[src/gas_pkg.sv]
// Constants, register map and types for the converter sequencer
package gas_pkg;

  // Register byte addresses
  localparam logic [11:0] ADDR_MAIN_CTRL = 12'hA00;
  localparam logic [11:0] ADDR_SW_SEL    = 12'hA01;
  localparam logic [11:0] ADDR_HW_SEL    = 12'hA02;
  localparam logic [11:0] ADDR_DELAY     = 12'hA03;
  localparam logic [11:0] ADDR_STATUS    = 12'hA04;
  localparam logic [11:0] ADDR_SW_RES_LO = 12'hA05;
  localparam logic [11:0] ADDR_SW_RES_HI = 12'hA06;
  localparam logic [11:0] ADDR_HW_RES_LO = 12'hA07;
  localparam logic [11:0] ADDR_HW_RES_HI = 12'hA08;

  // Main control bit positions
  localparam int BIT_CONV_EN   = 0;
  localparam int BIT_TRIG_EN   = 1;
  localparam int BIT_SW_LAUNCH = 2;
  localparam int BIT_PUP_FORCE = 3;
  localparam int BIT_EDGE_SEL  = 4;
  localparam int BIT_PUP_SUP   = 5;
  localparam int BIT_BUF_EN    = 6;
  localparam int BIT_ISENSE_EN = 7;

  // Select register fields
  localparam int CH_MSB  = 4;
  localparam int AVG_LSB = 5;
  localparam int AVG_MSB = 6;

  // Status and result fields
  localparam int BIT_BUSY   = 0;
  localparam int RES_WIDTH  = 10;
  localparam int SUM_WIDTH  = 14;

  // Reset value and write masks
  localparam logic [7:0] REG_RESET   = 8'h00;
  localparam logic [7:0] SEL_WR_MASK = 8'h7F;
  localparam logic [7:0] CTRL_WR_MASK = 8'hFB;

  typedef enum logic [1:0] {
    ST_IDLE   = 2'b00,
    ST_SAMPLE = 2'b01,
    ST_STORE  = 2'b11
  } gas_state_t;

  // Averaging code to right-shift: 1, 4, 8 or 16 samples
  function automatic logic [2:0] gas_avg_shift(input logic [1:0] code);
    logic [2:0] s;
    case (code)
      2'h0:    s = 3'h0;
      2'h1:    s = 3'h2;
      2'h2:    s = 3'h3;
      default: s = 3'h4;
    endcase
    return s;
  endfunction

endpackage

[src/gas_averager.sv]
// Sample accumulator and averaging divider
module gas_averager
  import gas_pkg::*;
(
  input  wire logic                 mclk_in,
  input  wire logic                 arst_n_in,
  input  wire logic                 clear_in,
  input  wire logic                 start_in,
  input  wire logic [1:0]           avg_code_in,
  input  wire logic                 sample_valid_in,
  input  wire logic [RES_WIDTH-1:0] sample_in,
  output logic                      last_out,
  output logic [RES_WIDTH-1:0]      avg_out
);

  logic [2:0]           shift_q;
  logic [4:0]           cnt_q;
  logic [SUM_WIDTH-1:0] sum_q;
  logic [SUM_WIDTH-1:0] sum_d;
  logic [SUM_WIDTH-1:0] quot;
  logic [RES_WIDTH-1:0] avg_q;

  assign sum_d    = sum_q + {4'h0, sample_in};
  assign quot     = sum_d >> shift_q;
  assign last_out = (cnt_q == ((5'h01 << shift_q) - 5'h01));
  assign avg_out  = avg_q;

  always_ff @(posedge mclk_in or negedge arst_n_in) begin
    if (!arst_n_in) begin
      shift_q <= 3'h0;
      cnt_q   <= 5'h00;
      sum_q   <= 14'h0000;
    end else if (clear_in || start_in) begin
      shift_q <= start_in ? gas_avg_shift(avg_code_in) : 3'h0;
      cnt_q   <= 5'h00;
      sum_q   <= 14'h0000;
    end else if (sample_valid_in) begin
      cnt_q <= cnt_q + 5'h01;
      sum_q <= sum_d;
    end
  end

  // Quotient latched with the final sample
  always_ff @(posedge mclk_in or negedge arst_n_in) begin
    if (!arst_n_in) begin
      avg_q <= 10'h000;
    end else if (clear_in) begin
      avg_q <= 10'h000;
    end else if (sample_valid_in && last_out) begin
      avg_q <= quot[RES_WIDTH-1:0];
    end
  end

endmodule

[src/gas_sequencer.sv]
// Converter sequencer: registers, trigger delay, launch and results
//
// Notes on behaviour
// - Converter usable only while enable bit set
// - Writing launch bit starts one software conversion
// - Trigger pin ignored unless trigger enable set
// - Edge select: 0 rising, 1 falling
// - Trigger delay is count of 32 kHz periods
// - Software averaging code gives 1/4/8/16 samples
// - Software channel field routes converter input
// - Triggered conversions use own channel field
// - Triggered conversions use own averaging field
// - Status bit 0 reads busy state
// - Software result split low byte, high bits
// - Triggered result kept in separate registers
// - Buffer enable bit drives channel buffer
// - Current-sense bit enables charge sense path
// - Pull-up force bit overrides charger control
// - Supply select acts only in temperature mode
// - Any of three resets clears registers
module gas_sequencer
  import gas_pkg::*;
(
  input  wire logic        mclk_in,
  input  wire logic        arst_n_in,
  input  wire logic        standard_register_reset_n_in,
  input  wire logic        digital_power_on_reset_n_in,
  input  wire logic        switch_off_reset_n_in,
  input  wire logic [11:0] reg_addr_in,
  input  wire logic        reg_wr_in,
  input  wire logic        reg_rd_in,
  input  wire logic [7:0]  reg_wdata_in,
  output logic [7:0]       reg_rdata_out,
  input  wire logic        conversion_trigger_pin_in,
  input  wire logic        slow_clk_in,
  input  wire logic        battery_temperature_mode_in,
  input  wire logic        sample_done_in,
  input  wire logic [9:0]  sample_data_in,
  output logic             conv_start_out,
  output logic [4:0]       conv_channel_out,
  output logic             converter_enable_out,
  output logic             channel_buffer_enable_out,
  output logic             charge_current_sense_enable_out,
  output logic             temperature_pullup_force_out,
  output logic             temperature_pullup_supply_select_out,
  output logic             conversion_in_progress_out
);

  logic       rst_std_s;
  logic       rst_por_s;
  logic       rst_off_s;
  logic       trig_s;
  logic       slow_s;
  logic       soft_clr;
  logic [7:0] ctrl_q;
  logic [7:0] sw_sel_q;
  logic [7:0] hw_sel_q;
  logic [7:0] delay_q;
  logic [9:0] sw_res_q;
  logic [9:0] hw_res_q;
  logic [7:0] rdata_q;
  logic       sw_pend_q;
  logic       hw_pend_q;
  logic       trig_prev_q;
  logic       slow_prev_q;
  logic       dly_act_q;
  logic [7:0] dly_cnt_q;
  gas_state_t state_q;
  logic       start_q;
  logic       src_hw_q;
  logic [4:0] ch_q;
  logic       conv_en;
  logic       trig_en;
  logic       sw_set;
  logic       trig_hit;
  logic       tick;
  logic       hw_fire;
  logic       take_sw;
  logic       take_hw;
  logic       take_any;
  logic       smp_valid;
  logic       avg_last;
  logic [9:0] avg_val;
  logic       busy;

  gas_sync u_sync_std (
    .mclk_in   (mclk_in),
    .arst_n_in (arst_n_in),
    .d_in      (standard_register_reset_n_in),
    .q_out     (rst_std_s)
  );
  gas_sync u_sync_por (
    .mclk_in   (mclk_in),
    .arst_n_in (arst_n_in),
    .d_in      (digital_power_on_reset_n_in),
    .q_out     (rst_por_s)
  );
  gas_sync u_sync_off (
    .mclk_in   (mclk_in),
    .arst_n_in (arst_n_in),
    .d_in      (switch_off_reset_n_in),
    .q_out     (rst_off_s)
  );
  gas_sync u_sync_trig (
    .mclk_in   (mclk_in),
    .arst_n_in (arst_n_in),
    .d_in      (conversion_trigger_pin_in),
    .q_out     (trig_s)
  );
  gas_sync u_sync_slow (
    .mclk_in   (mclk_in),
    .arst_n_in (arst_n_in),
    .d_in      (slow_clk_in),
    .q_out     (slow_s)
  );

  assign soft_clr = !(rst_std_s && rst_por_s && rst_off_s);

  assign conv_en = ctrl_q[BIT_CONV_EN];
  assign trig_en = ctrl_q[BIT_TRIG_EN] && conv_en;
  assign sw_set  = reg_wr_in && (reg_addr_in == ADDR_MAIN_CTRL)
                   && reg_wdata_in[BIT_SW_LAUNCH] && reg_wdata_in[BIT_CONV_EN];

  assign trig_hit  = trig_en && (trig_s != trig_prev_q)
                     && (trig_s != ctrl_q[BIT_EDGE_SEL]);
  assign tick      = slow_s && !slow_prev_q;

  assign hw_fire = trig_en && (trig_hit ? (delay_q == 8'h00)
                   : (dly_act_q && tick && (dly_cnt_q == 8'h01)));

  assign take_sw   = (state_q == ST_IDLE) && sw_pend_q && conv_en;
  assign take_hw   = (state_q == ST_IDLE) && !sw_pend_q && hw_pend_q
                     && conv_en;
  assign take_any  = take_sw || take_hw;
  assign smp_valid = (state_q == ST_SAMPLE) && sample_done_in;
  assign busy      = (state_q != ST_IDLE);

  // Register writes; launch bit never stored
  always_ff @(posedge mclk_in or negedge arst_n_in) begin
    if (!arst_n_in) begin
      ctrl_q   <= REG_RESET;
      sw_sel_q <= REG_RESET;
      hw_sel_q <= REG_RESET;
      delay_q  <= REG_RESET;
    end else if (soft_clr) begin
      ctrl_q   <= REG_RESET;
      sw_sel_q <= REG_RESET;
      hw_sel_q <= REG_RESET;
      delay_q  <= REG_RESET;
    end else if (reg_wr_in) begin
      case (reg_addr_in)
        ADDR_MAIN_CTRL: ctrl_q   <= reg_wdata_in & CTRL_WR_MASK;
        ADDR_SW_SEL:    sw_sel_q <= reg_wdata_in & SEL_WR_MASK;
        ADDR_HW_SEL:    hw_sel_q <= reg_wdata_in & SEL_WR_MASK;
        ADDR_DELAY:     delay_q  <= reg_wdata_in;
        default: begin
        end
      endcase
    end
  end

  // Edge history for trigger pin and slow clock
  always_ff @(posedge mclk_in or negedge arst_n_in) begin
    if (!arst_n_in) begin
      trig_prev_q <= 1'b0;
      slow_prev_q <= 1'b0;
    end else begin
      trig_prev_q <= trig_s;
      slow_prev_q <= slow_s;
    end
  end

  always_ff @(posedge mclk_in or negedge arst_n_in) begin
    if (!arst_n_in) begin
      dly_act_q <= 1'b0;
      dly_cnt_q <= 8'h00;
    end else if (soft_clr || !trig_en) begin
      dly_act_q <= 1'b0;
      dly_cnt_q <= 8'h00;
    end else if (trig_hit) begin
      dly_act_q <= (delay_q != 8'h00);
      dly_cnt_q <= delay_q;
    end else if (dly_act_q && tick) begin
      dly_cnt_q <= dly_cnt_q - 8'h01;
      if (dly_cnt_q == 8'h01) begin
        dly_act_q <= 1'b0;
      end
    end
  end

  always_ff @(posedge mclk_in or negedge arst_n_in) begin
    if (!arst_n_in) begin
      sw_pend_q <= 1'b0;
      hw_pend_q <= 1'b0;
    end else if (soft_clr) begin
      sw_pend_q <= 1'b0;
      hw_pend_q <= 1'b0;
    end else begin
      sw_pend_q <= sw_set || (sw_pend_q && conv_en && !take_sw);
      hw_pend_q <= hw_fire || (hw_pend_q && conv_en && !take_hw);
    end
  end

  always_ff @(posedge mclk_in or negedge arst_n_in) begin
    if (!arst_n_in) begin
      state_q <= ST_IDLE;
    end else if (soft_clr || !conv_en) begin
      state_q <= ST_IDLE;
    end else begin
      case (state_q)
        ST_IDLE:   if (take_any) state_q <= ST_SAMPLE;
        ST_SAMPLE: if (smp_valid && avg_last) state_q <= ST_STORE;
        ST_STORE:  state_q <= ST_IDLE;
        default:   state_q <= ST_IDLE;
      endcase
    end
  end

  always_ff @(posedge mclk_in or negedge arst_n_in) begin
    if (!arst_n_in) begin
      start_q  <= 1'b0;
      src_hw_q <= 1'b0;
      ch_q     <= 5'h00;
    end else if (soft_clr) begin
      start_q  <= 1'b0;
      src_hw_q <= 1'b0;
      ch_q     <= 5'h00;
    end else begin
      start_q <= take_any
                 || (smp_valid && !avg_last && conv_en);
      if (take_any) begin
        src_hw_q <= take_hw;
        ch_q     <= take_sw ? sw_sel_q[CH_MSB:0] : hw_sel_q[CH_MSB:0];
      end
    end
  end

  gas_averager u_avg (
    .mclk_in         (mclk_in),
    .arst_n_in       (arst_n_in),
    .clear_in        (soft_clr),
    .start_in        (take_any),
    .avg_code_in     (take_sw ? sw_sel_q[AVG_MSB:AVG_LSB]
                              : hw_sel_q[AVG_MSB:AVG_LSB]),
    .sample_valid_in (smp_valid),
    .sample_in       (sample_data_in),
    .last_out        (avg_last),
    .avg_out         (avg_val)
  );

  always_ff @(posedge mclk_in or negedge arst_n_in) begin
    if (!arst_n_in) begin
      sw_res_q <= 10'h000;
      hw_res_q <= 10'h000;
    end else if (soft_clr) begin
      sw_res_q <= 10'h000;
      hw_res_q <= 10'h000;
    end else if (state_q == ST_STORE) begin
      if (src_hw_q) begin
        hw_res_q <= avg_val;
      end else begin
        sw_res_q <= avg_val;
      end
    end
  end

  always_ff @(posedge mclk_in or negedge arst_n_in) begin
    if (!arst_n_in) begin
      rdata_q <= REG_RESET;
    end else if (soft_clr) begin
      rdata_q <= REG_RESET;
    end else if (reg_rd_in) begin
      case (reg_addr_in)
        ADDR_MAIN_CTRL: rdata_q <= ctrl_q;
        ADDR_SW_SEL:    rdata_q <= sw_sel_q;
        ADDR_HW_SEL:    rdata_q <= hw_sel_q;
        ADDR_DELAY:     rdata_q <= delay_q;
        ADDR_STATUS:    rdata_q <= {7'h00, busy};
        ADDR_SW_RES_LO: rdata_q <= sw_res_q[7:0];
        ADDR_SW_RES_HI: rdata_q <= {6'h00, sw_res_q[9:8]};
        ADDR_HW_RES_LO: rdata_q <= hw_res_q[7:0];
        ADDR_HW_RES_HI: rdata_q <= {6'h00, hw_res_q[9:8]};
        default:        rdata_q <= 8'h00;
      endcase
    end
  end

  assign reg_rdata_out              = rdata_q;
  assign conv_start_out             = start_q;
  assign conv_channel_out           = ch_q;
  assign conversion_in_progress_out = busy;
  assign converter_enable_out = ctrl_q[BIT_CONV_EN];
  assign channel_buffer_enable_out = ctrl_q[BIT_BUF_EN];
  assign charge_current_sense_enable_out = ctrl_q[BIT_ISENSE_EN];
  assign temperature_pullup_force_out = ctrl_q[BIT_PUP_FORCE];
  assign temperature_pullup_supply_select_out =
    ctrl_q[BIT_PUP_SUP] && battery_temperature_mode_in;
endmodule

[src/gas_sync.sv]
// Two flip-flop synchroniser for asynchronous inputs
module gas_sync
  import gas_pkg::*;
(
  input  wire logic mclk_in,
  input  wire logic arst_n_in,
  input  wire logic d_in,
  output logic      q_out
);

  logic meta_q;
  logic sync_q;

  always_ff @(posedge mclk_in or negedge arst_n_in) begin
    if (!arst_n_in) begin
      meta_q <= 1'b0;
      sync_q <= 1'b0;
    end else begin
      meta_q <= d_in;
      sync_q <= meta_q;
    end
  end

  assign q_out = sync_q;

endmodule

[config.mk]
export PLATFORM = sky130hd
export DESIGN_NAME = gas_sequencer
export DESIGN_NICKNAME = d
export VERILOG_FILES = /design/src/gas_pkg.sv /design/src/gas_averager.sv /design/src/gas_sequencer.sv /design/src/gas_sync.sv
export SDC_FILE = /design/constraint.sdc
export NUM_CORES = 1
export LEC_CHECK = 0
export ABC_CLOCK_PERIOD_IN_PS = 3150
export BUFFER_PORTS_ARGS = -buffer_cell sky130_fd_sc_hd__buf_2
export CORE_MARGIN = 2
export CORE_UTILIZATION = 55
export CTS_CLUSTER_SIZE = 14
export DETAILED_ROUTE_END_ITERATION = 10
export PLACE_DENSITY = 0.84
export REMOVE_ABC_BUFFERS = 1
export SLEW_MARGIN = 5
export SYNTH_ARGS = -nofsm -noshare
export SYNTH_HDL_FRONTEND = slang
export SYNTH_HIERARCHICAL = 1
export SYNTH_SLANG_ARGS = --single-unit
[constraint.sdc]
create_clock -name mclk_in -period 3.15 [get_ports mclk_in]
set_input_delay 0.315 -clock mclk_in [delete_from_list [all_inputs] [get_ports mclk_in]]
set_output_delay 0.315 -clock mclk_in [all_outputs]
set_load 0.1 [all_outputs]
# [After elaboration in Yosys (flattened, before gate mapping)]
# Cells that the tools add are included.
# W data, S select, Z words.
[op_classes] addsub=4 n_eq_ne=30 n_shift=2 mux=50 reduce_logical=57
[op_table] operator="$mux W8" n=17
[op_table] operator="$eq A12 B12 Y1 const B" n=9
[op_table] operator="$mux W10" n=8
[op_table] operator="$pmux W8 S9" n=1
[op_table] operator="$mux W14" n=2
[op_table] operator="$logic_and A1 B1 Y1" n=26
[op_table] operator="$mux W5" n=5
[op_table] operator="$reduce_and A2 Y1" n=8
[op_table] operator="$add A14 B10 Y14" n=1
[op_table] operator="$shr A14 B3 Y10" n=1
[op_table] operator="$ne A2 B1 Y1 const B" n=6
[op_table] operator="$mux W1" n=10
[op_table] operator="$ne A2 B2 Y1 const B" n=5
[op_table] operator="$pmux W3 S3" n=1
[op_table] operator="$eq A8 B1 Y1 const B" n=1
[op_table] operator="$logic_not A1 Y1" n=8
[op_table] operator="$logic_not A8 Y1" n=1
[op_table] operator="$mux W2" n=4
[op_table] operator="$reduce_bool A8 Y1" n=1
[op_table] operator="$sub A8 B1 Y8 const B" n=1
[op_table] operator="$logic_or A1 B1 Y1" n=7
[op_table] operator="$reduce_bool A3 Y1" n=2
[op_table] operator="$add A5 B1 Y5 const B" n=1
[op_table] operator="$eq A5 B5 Y1" n=1
[op_table] operator="11 further kinds" n=16
[totals] ff_bits=124 in_bits=41 output_inout_bits=20 word_cells=174

# [Longest topological paths before layout]
# Gate-level depths: netlist of run 1.
[depth] ltp_word=8 depth_mapped=13 depth_no_buf=11

# [Modules after synthesis]
# Netlist of run 1, hierarchy kept.
[by_module_without_submodules] module="gas_sequencer" instances=1 cells_each=404 area_each_um2=4028.9 seq_area_each_um2=1976.9
[by_module_without_submodules] module="gas_averager" instances=1 cells_each=312 area_each_um2=2768.9 seq_area_each_um2=800.8
[by_module_without_submodules] module="gas_sync" instances=5 cells_each=2 area_each_um2=50.0 seq_area_each_um2=50.0

# [Worst setup path before layout of run 1]
# No wires, ideal clock.
[synth_timing] path_type="reg2reg" startpoint="register u_avg.shift_q[0]" endpoint="register u_avg.avg_q[5], in the netlist u_avg/avg_out[5]" setup_ns=0.119 arrival_time_ns=2.804 slack_ns=0.227 stages_incl_launch_ff=11 path_cell_list="dfrtp_1 -> buf_6 -> or3_1 -> ha_1 -> or3b_2 -> a21oi_1 -> o21ai_0 -> a2111oi_4 -> inv_1 -> o311ai_1 -> o21ba_1"
[synth_between] elab_chain_cells=5 elab_cells_between_ends=8 classes_between="add/sub (1); eq/ne (2); shift (2); mux (2); reduce/logical (1)"
[synth_rtl] item="from (decl)" line_no="gas_averager.sv:16" source="logic [2:0] shift_q;"
[synth_rtl] item="from (signal assigned)" line_no="gas_averager.sv:34" source="shift_q <= start_in ? gas_avg_shift(avg_code_in) : 3'h0;"
[synth_rtl] item="$shl A1 B3 Y5" line_no="gas_averager.sv:25" source="assign last_out = (cnt_q == ((5'h01 << shift_q) - 5'h01));"
[synth_rtl] item="$sub A5 B1 Y5" line_no="gas_averager.sv:25"
[synth_rtl] item="$eq A5 B5 Y1" line_no="gas_averager.sv:25"
[synth_rtl] item="$logic_and A1 B1 Y1" line_no="gas_averager.sv:49" source="end else if (sample_valid_in && last_out) begin"
[synth_rtl] item="$ne A2 B1 Y1 (no source line)"
[synth_rtl] item="to (signal assigned)" line_no="gas_averager.sv:50" source="avg_q <= quot[RES_WIDTH-1:0];"
[synth_rtl] item="to (decl)" line_no="gas_averager.sv:21" source="logic [RES_WIDTH-1:0] avg_q;"
# Parallel ways exist; a longest one is shown, timed or not. The select of a mux whose other input is x is not followed.
# A chain may end at the register's enable or synchronous reset.

# [Worst setup path in the final report of run 1]
[layout_timing] startpoint="register u_avg.shift_q[0]" endpoint="register u_avg.avg_q[9], in the netlist u_avg/avg_out[9]"
# Same word-level chain as after synthesis.

==> results.ini, run 1 <==
[placed_design]
placed_cell_area_sq_um=7470
gp_congestion=0.904
port_buffers=60
dp_hpwl_mm=12.1
place_inst=928

[floorplan]
placementRows=41
die_height_microns=117
io_pins=61
die_w_microns=117
dieArea_sq_um=13700
start_util=0.561
coreArea_sq_um=12600

[routing]
wl_per_cell_microns=18.3
ant_nets=0
firstDrtPassIters=7
num_vias=5897
wirelength_mm=17.7
drt_iter0_markers=689
avgViaCountPerCell=6.09
route.detailed.drc=0

[global_route]
grt_overflow=0
antenna_found_initial=0
grt_pass1_vias=5974
grt_pass1_wl_mm=29.1
grt_max_degree=77
grt_usage=0.275

[synthesis]
synth_xor_xnor_area_share=0.0323
yosys.area.top_type_share=0.430
synth_area_per_cell_sq_um=9.71
synthCells=726
yosysSeqAreaShare=0.430
synthArstFlopShare=1.00
yosysWarnings=6
syn_area_sq_um=7050
ys_ff_latch=121
synth-edff-count=0
synth-simple-area-share=0.190
synth_compound_area_frac=0.147
synthFlopType=dfrtp_1
synthMuxAreaShare=0.129
synth_fa_ha_area_frac=0.0312
synth_cell_types=82
netlist.top_cell.by_area=dfrtp_1
synth_top_family_by_area=simple AND/OR/NAND/NOR gates
synthTopCellsByArea=dfrtp_1 (43%), mux2i_1 (8.1%), nand2_1 (6.0%)

[critical_path]
cp-start-kind=flip-flop
worstSetupPathType=reg2reg
crit_required_ns=3.46
crit_fanout=5
end_kind=flip-flop
worstPathArrival_ns=3.38

[sta]
fin_setup_tns_ns=0
fin_crit_ns=3.08
slew_viol_final=0
slew_headroom=0.437
fin_skew_ns=0.0101
setup_viol=0
tightestPinTransition_ns=0.843
finalHoldViolCount=0
min_period_over_period=0.976
fmax_mhz=325

[layout]
final_cell_mix=dfrtp_1 (121), nand2_1 (112), nor2_1 (61), buf_2 (60), mux2i_1 (57)
layout-drive-gt1-share=0.193
nFillCells=968
antennaDiodeCount=0
num-nets-final=841
instances_no_fill=968
fin_util=0.647
areaGrowthSynthToFinish_pct=15.4
mostFrequentLayoutCell=dfrtp_1
postLayoutCellArea_sq_um=8140

[clocking]
cts_tree=yes
clock_path_buffers=2
clk_pin_slew_worst_paths_ns=0.05
cts-buffers-inserted=17
clkLatencyLatePin_ns=0.43
clock-sinks=121
cts_root_buf=clkbuf_16
htreeDepth=4

[power]
seqPwrFrac=0.428
p_sw_frac=0.236
p_per_area_nw_per_um2=449
vdd_drop_max_uv=343
power_frac_comb=0.049
p_leak_nw=3.67
clockPowerShare=0.523
internal-power_mw=2.79
p_sw_mw=0.864

[outcome]
status=finished, final reports clean

[job]
max-cap-violations=0

[hold_path]
hp-class=in2reg

==> state kept, by name, summed over array words and instances (netlist names), 2 cells and up <==
register and flops:
delay_q 8, sw_sel_q 7, reg_rdata_out 8, state_q 2, u_avg/shift_q 3, u_avg/avg_out 10
hw_sel_q 7, ctrl_q 7, u_avg/sum_q 14, sw_res_q 10, u_avg/cnt_q 5, hw_res_q 10
dly_cnt_q 8, conv_channel_out 5
==> per-stage QoR <==
step           power [mW]  hold WS, ns  setup WS (ns)
6_report             3.65        0.158         0.0741
5_1_grt              3.77        0.164        -0.0591
4_1_cts              3.68        0.152         0.0314
3_5_place_dp         1.76        0.335         0.0545
3_3_place_gp         1.76        0.333          0.188
2_1_floorplan        1.67       0.0194         -0.294
==> layer usage <==
| layer | share of wire | GRT usage | routed length [microns] | up-vias |
|---|---|---|---|---|
| li1 | - | - | - | 2721 |
| met1 | 0.40 | 0.340 | 7150 | 2853 |
| met2 | 0.50 | 0.460 | 8840 | 273 |
| met3 | 0.065 | 0.0613 | 1140 | 50 |
| met4 | 0.032 | 0.126 | 564 | 0 |
| met5 | 0 | 0 | 0 | - |
==> worst max-delay path, stage by stage (launching register included) <==
cell and delay, ns:
dfrtp_1 0.40, or3_1 0.40, ha_1 0.27, or3b_2 0.47, a21oi_1 0.24, o21ai_2 0.13, a2111oi_4 0.34, buf_4 0.19
buf_6 0.11, nor2_1 0.05, a221o_1 0.35
==> path summary, 6_finish.rpt <==
check	start	to	slack (ns)	cells past startpoint
worst min-delay path	sample_done_in	state_q[1]	0.16	3
worst min register to register	u_sync_por/meta_q	u_sync_por/q_out	0.35	0
worst max-delay path	u_avg/shift_q[0]	u_avg/avg_out[9]	0.07	10
worst max register to register	u_avg/shift_q[0]	u_avg/avg_out[9]	0.07	10
min in group asynchronous	arst_n_in	dly_cnt_q[4]	0.43	2
max in group asynchronous	arst_n_in	u_sync_off/q_out	1.90	3
==> cell usage after synthesis (7+ instances only) <==
cell type and instances:
nor2_1 61, nor3_1 11, o21ai_1 12, clkbuf_1 20
buf_2 14, o211ai_1 8, a211oi_1 21, nand2_1 112
mux4_2 10, nor3b_1 9, inv_1 18, mux2_2 10
mux2i_1 57, xor2_1 14, o21ai_0 15, and2_1 7
and3_1 8, nand3_1 11, ha_1 16, nor4_1 7
xnor2_1 12, a21oi_1 37, dfrtp_1 121
==> power by group through the flow <==
stage	Clock, mW	Sequential (mW)	Combinational [mW]
floorplan	0	1.59	0.0735
global placement	0	1.59	0.166
detailed placement	0	1.59	0.172
CTS	1.93	1.57	0.179
global route	2.00	1.57	0.198
finish	1.91	1.57	0.179
==> kinds of logic after synthesis <==
kind of cell,Yosys count
AO/OA/AOI/OAI,149
XOR/XNOR,26
adder cells (fa/ha/maj),17
buffers and inverters,64
flip-flops,121
multiplexers,77
AND/OR/NAND/NOR,272
==> repair_timing <==
action / 4_1_cts / 5_1_grt
hold endpoints to repair: 50 / 0
gates resized for setup: 0 / 7
buffers inserted: 0 / 1
setup endpoints to repair: 0 / 8
hold buffers: 6 / 0
==> area by class of cell <==
cell class,instances,area [sq um],area share
Multi-Input combinational cell,541,3750,0.461
Sequential cell,121,3030,0.372
Timing Repair Buffer,81,489,0.0601
Clock buffer,18,429,0.0528
Tap cell,172,215,0.0265
Clock inverter,14,148,0.0181
Inverter,21,78.8,0.00969
Power figures use the tool's default switching activity.
==> inputs of run 2 (changes only) <==
--- a/config.mk
+++ b/config.mk
@@ -11,6 +11,7 @@
 export CORE_UTILIZATION = 55
 export CTS_CLUSTER_SIZE = 14
 export DETAILED_ROUTE_END_ITERATION = 10
+export MAX_ROUTING_LAYER = met4
 export PLACE_DENSITY = 0.84
 export REMOVE_ABC_BUFFERS = 1
 export SLEW_MARGIN = 5
==> run 2 against run 1 <==
Against the previous run: the run now ends with hold timing left; count of clock-buffer cells in the layout rose by 2; final cell count fell by 0.10%; total power shrank 0.23%; routed wire length is 1.6% lower; clock skew shrank 0.0039 ns; global-route usage increased by 0.53 points; register-to-register slack better by 0.07 ns; hold slack lost 0.17 ns; combinational power about the same; via count decreased by 1.4%; sequential share of layout area barely moved; non-clock buffer count increased by 1; critical endpoint is now u_avg/avg_out[5]; largest cell class unchanged; largest power group unchanged.
==> results.ini, run 2 (same netlist as run 1, synthesis figures left out) <==
[clocking]
htreeDepth=4
cts_tree=yes
cts_setup_buffers=0
clkLatencyLatePin_ns=0.41
cts-buffers-inserted=17
clk_pin_slew_worst_paths_ns=0.06
clock-sinks=121
clock_path_buffers=2
cts_root_buf=clkbuf_16

[sta]
min_period_over_period=0.956
setup_viol=0
fin_setup_tns_ns=0
fin_crit_ns=3.01
tightestPinTransition_ns=0.806
hold_ws_ns=-0.0130
fmax_mhz=332
rsz0062_at_grt=no
finalHoldViolCount=11
slew_headroom=0.463
fin_skew_ns=0.00615
slew_viol_final=0

[global_route]
use_met1=0.340
grt_overflow=0
antenna_found_initial=0
grt_pass1_vias=5780
top_usage_layer=met2
met3_usage=0.0566
grt_max_degree=64
grt_pass1_wl_mm=28.6
use_met2=0.459
grt_usage=0.280

[routing]
ant_nets=0
firstDrtPassIters=5
avgViaCountPerCell=6.01
num_vias=5812
wirelength_mm=17.4
wl_per_cell_microns=18.0
route.detailed.drc=0
drt_iter0_markers=418

[layout]
regMostFlops=u_avg/sum_q
mostFrequentLayoutCell=dfrtp_1
final_cell_mix=dfrtp_1 (121), nand2_1 (112), nor2_1 (61), buf_2 (60), mux2i_1 (57)
layout-drive-gt1-share=0.197
num-nets-final=842
antennaDiodeCount=0
instances_no_fill=967
areaGrowthSynthToFinish_pct=15.5
nFillCells=971
largest_register_ffs=14

[critical_path]
r2r_start=u_avg/shift_q[0]
reg2reg_slack_ns=0.14
worstSetupPathType=reg2reg
crit_required_ns=3.45
reg2reg_depth=9
r2r-end=u_avg/avg_out[5]
crit_start=u_avg/shift_q[0]
end_kind=flip-flop
crit_fanout=6
worstPathArrival_ns=3.31
cp-start-kind=flip-flop

[floorplan]
dieArea_sq_um=13700
io_pins=61
coreArea_sq_um=12600
start_util=0.561
placementRows=41
die_w_microns=117
die_height_microns=117

[placed_design]
place_inst=931
dp_hpwl_mm=12.5
port_buffers=60
gp_congestion=0.911

[outcome]
violations=hold timing
status=finished, violations left

[job]
max-cap-violations=0

[power]
p_sw_mw=0.822
clockPowerShare=0.522
seqPwrFrac=0.430
p_leak_nw=3.66
internal-power_mw=2.82
power_frac_comb=0.048
p_sw_frac=0.225
p_per_area_nw_per_um2=448
vdd_drop_max_uv=333

[hold_path]
hp-class=in2async

## run 2: area by class of cell
type / instances / area (sq um) / share of cell area
clock buffers: 20 / 457 / 0.0561
repair buffers: 82 / 482 / 0.0592
inverters: 21 / 78.8 / 0.00968
well taps: 172 / 215 / 0.0264
multi-input cells: 541 / 3760 / 0.462
flip-flops and latches: 121 / 3030 / 0.372
clock inverters: 10 / 120 / 0.0148
## run 2: timing repair
| action | 4_1_cts | 5_1_grt |
|---|---|---|
| hold endpoints to repair | 3 | 2 |
| hold buffers | 3 | 2 |
| endpoints found under the setup margin | 0 | 8 |
| gates resized for setup | 0 | 9 |
## run 2: worst max-delay path by stage
stage                       endpoint  slack [ns]  cells past startpoint
floorplan           u_avg/avg_out[5]       -0.29                     11
global placement    u_avg/avg_out[9]        0.18                      9
detailed placement  u_avg/avg_out[9]        0.07                      9
CTS                 u_avg/avg_out[5]       0.003                      9
global route        u_avg/avg_out[5]        0.05                      9
finish              u_avg/avg_out[5]        0.14                      9
## run 2: per-stage QoR
step / utilization / hold WS, ns / worst slack [ns] / instance area [sq um] / power, mW
floorplan: - / 0.0194 / -0.294 / 6840 / 1.67
global placement: 0.595 / 0.333 / 0.180 / 7480 / 1.76
detailed placement: 0.595 / 0.339 / 0.0697 / 7480 / 1.77
CTS: 0.643 / 0.00202 / 0.00288 / 8090 / 3.66
global route: 0.648 / 0.0462 / 0.0461 / 8140 / 3.75
finish: 0.648 / -0.0130 / 0.140 / 8140 / 3.65
## run 2: critical path, stage by stage (launching register included)
cell and delay, ns:
dfrtp_1 0.40, or3_1 0.39, ha_2 0.23, or3b_2 0.48, a21oi_2 0.19, o21ai_2 0.10, a2111oi_4 0.50, inv_2 0.15
o311ai_2 0.28, o21ba_1 0.19
## run 2: metal layers
| metal | up-vias | wire length [microns] |
|---|---|---|
| met3 | 38 | 930 |
| met1 | 2835 | 7320 |
| met5 | - | 0 |
| met2 | 213 | 8700 |
| met4 | 0 | 467 |
| li1 | 2726 | - |
## run 2: power groups by stage
stage          clock [mW]  combinational, mW  sequential (mW)
4_1_cts              1.92              0.176             1.57
3_5_place_dp            0              0.172             1.59
3_3_place_gp            0              0.166             1.59
5_1_grt              1.99              0.197             1.57
2_1_floorplan           0             0.0735             1.59
6_report             1.90              0.177             1.57
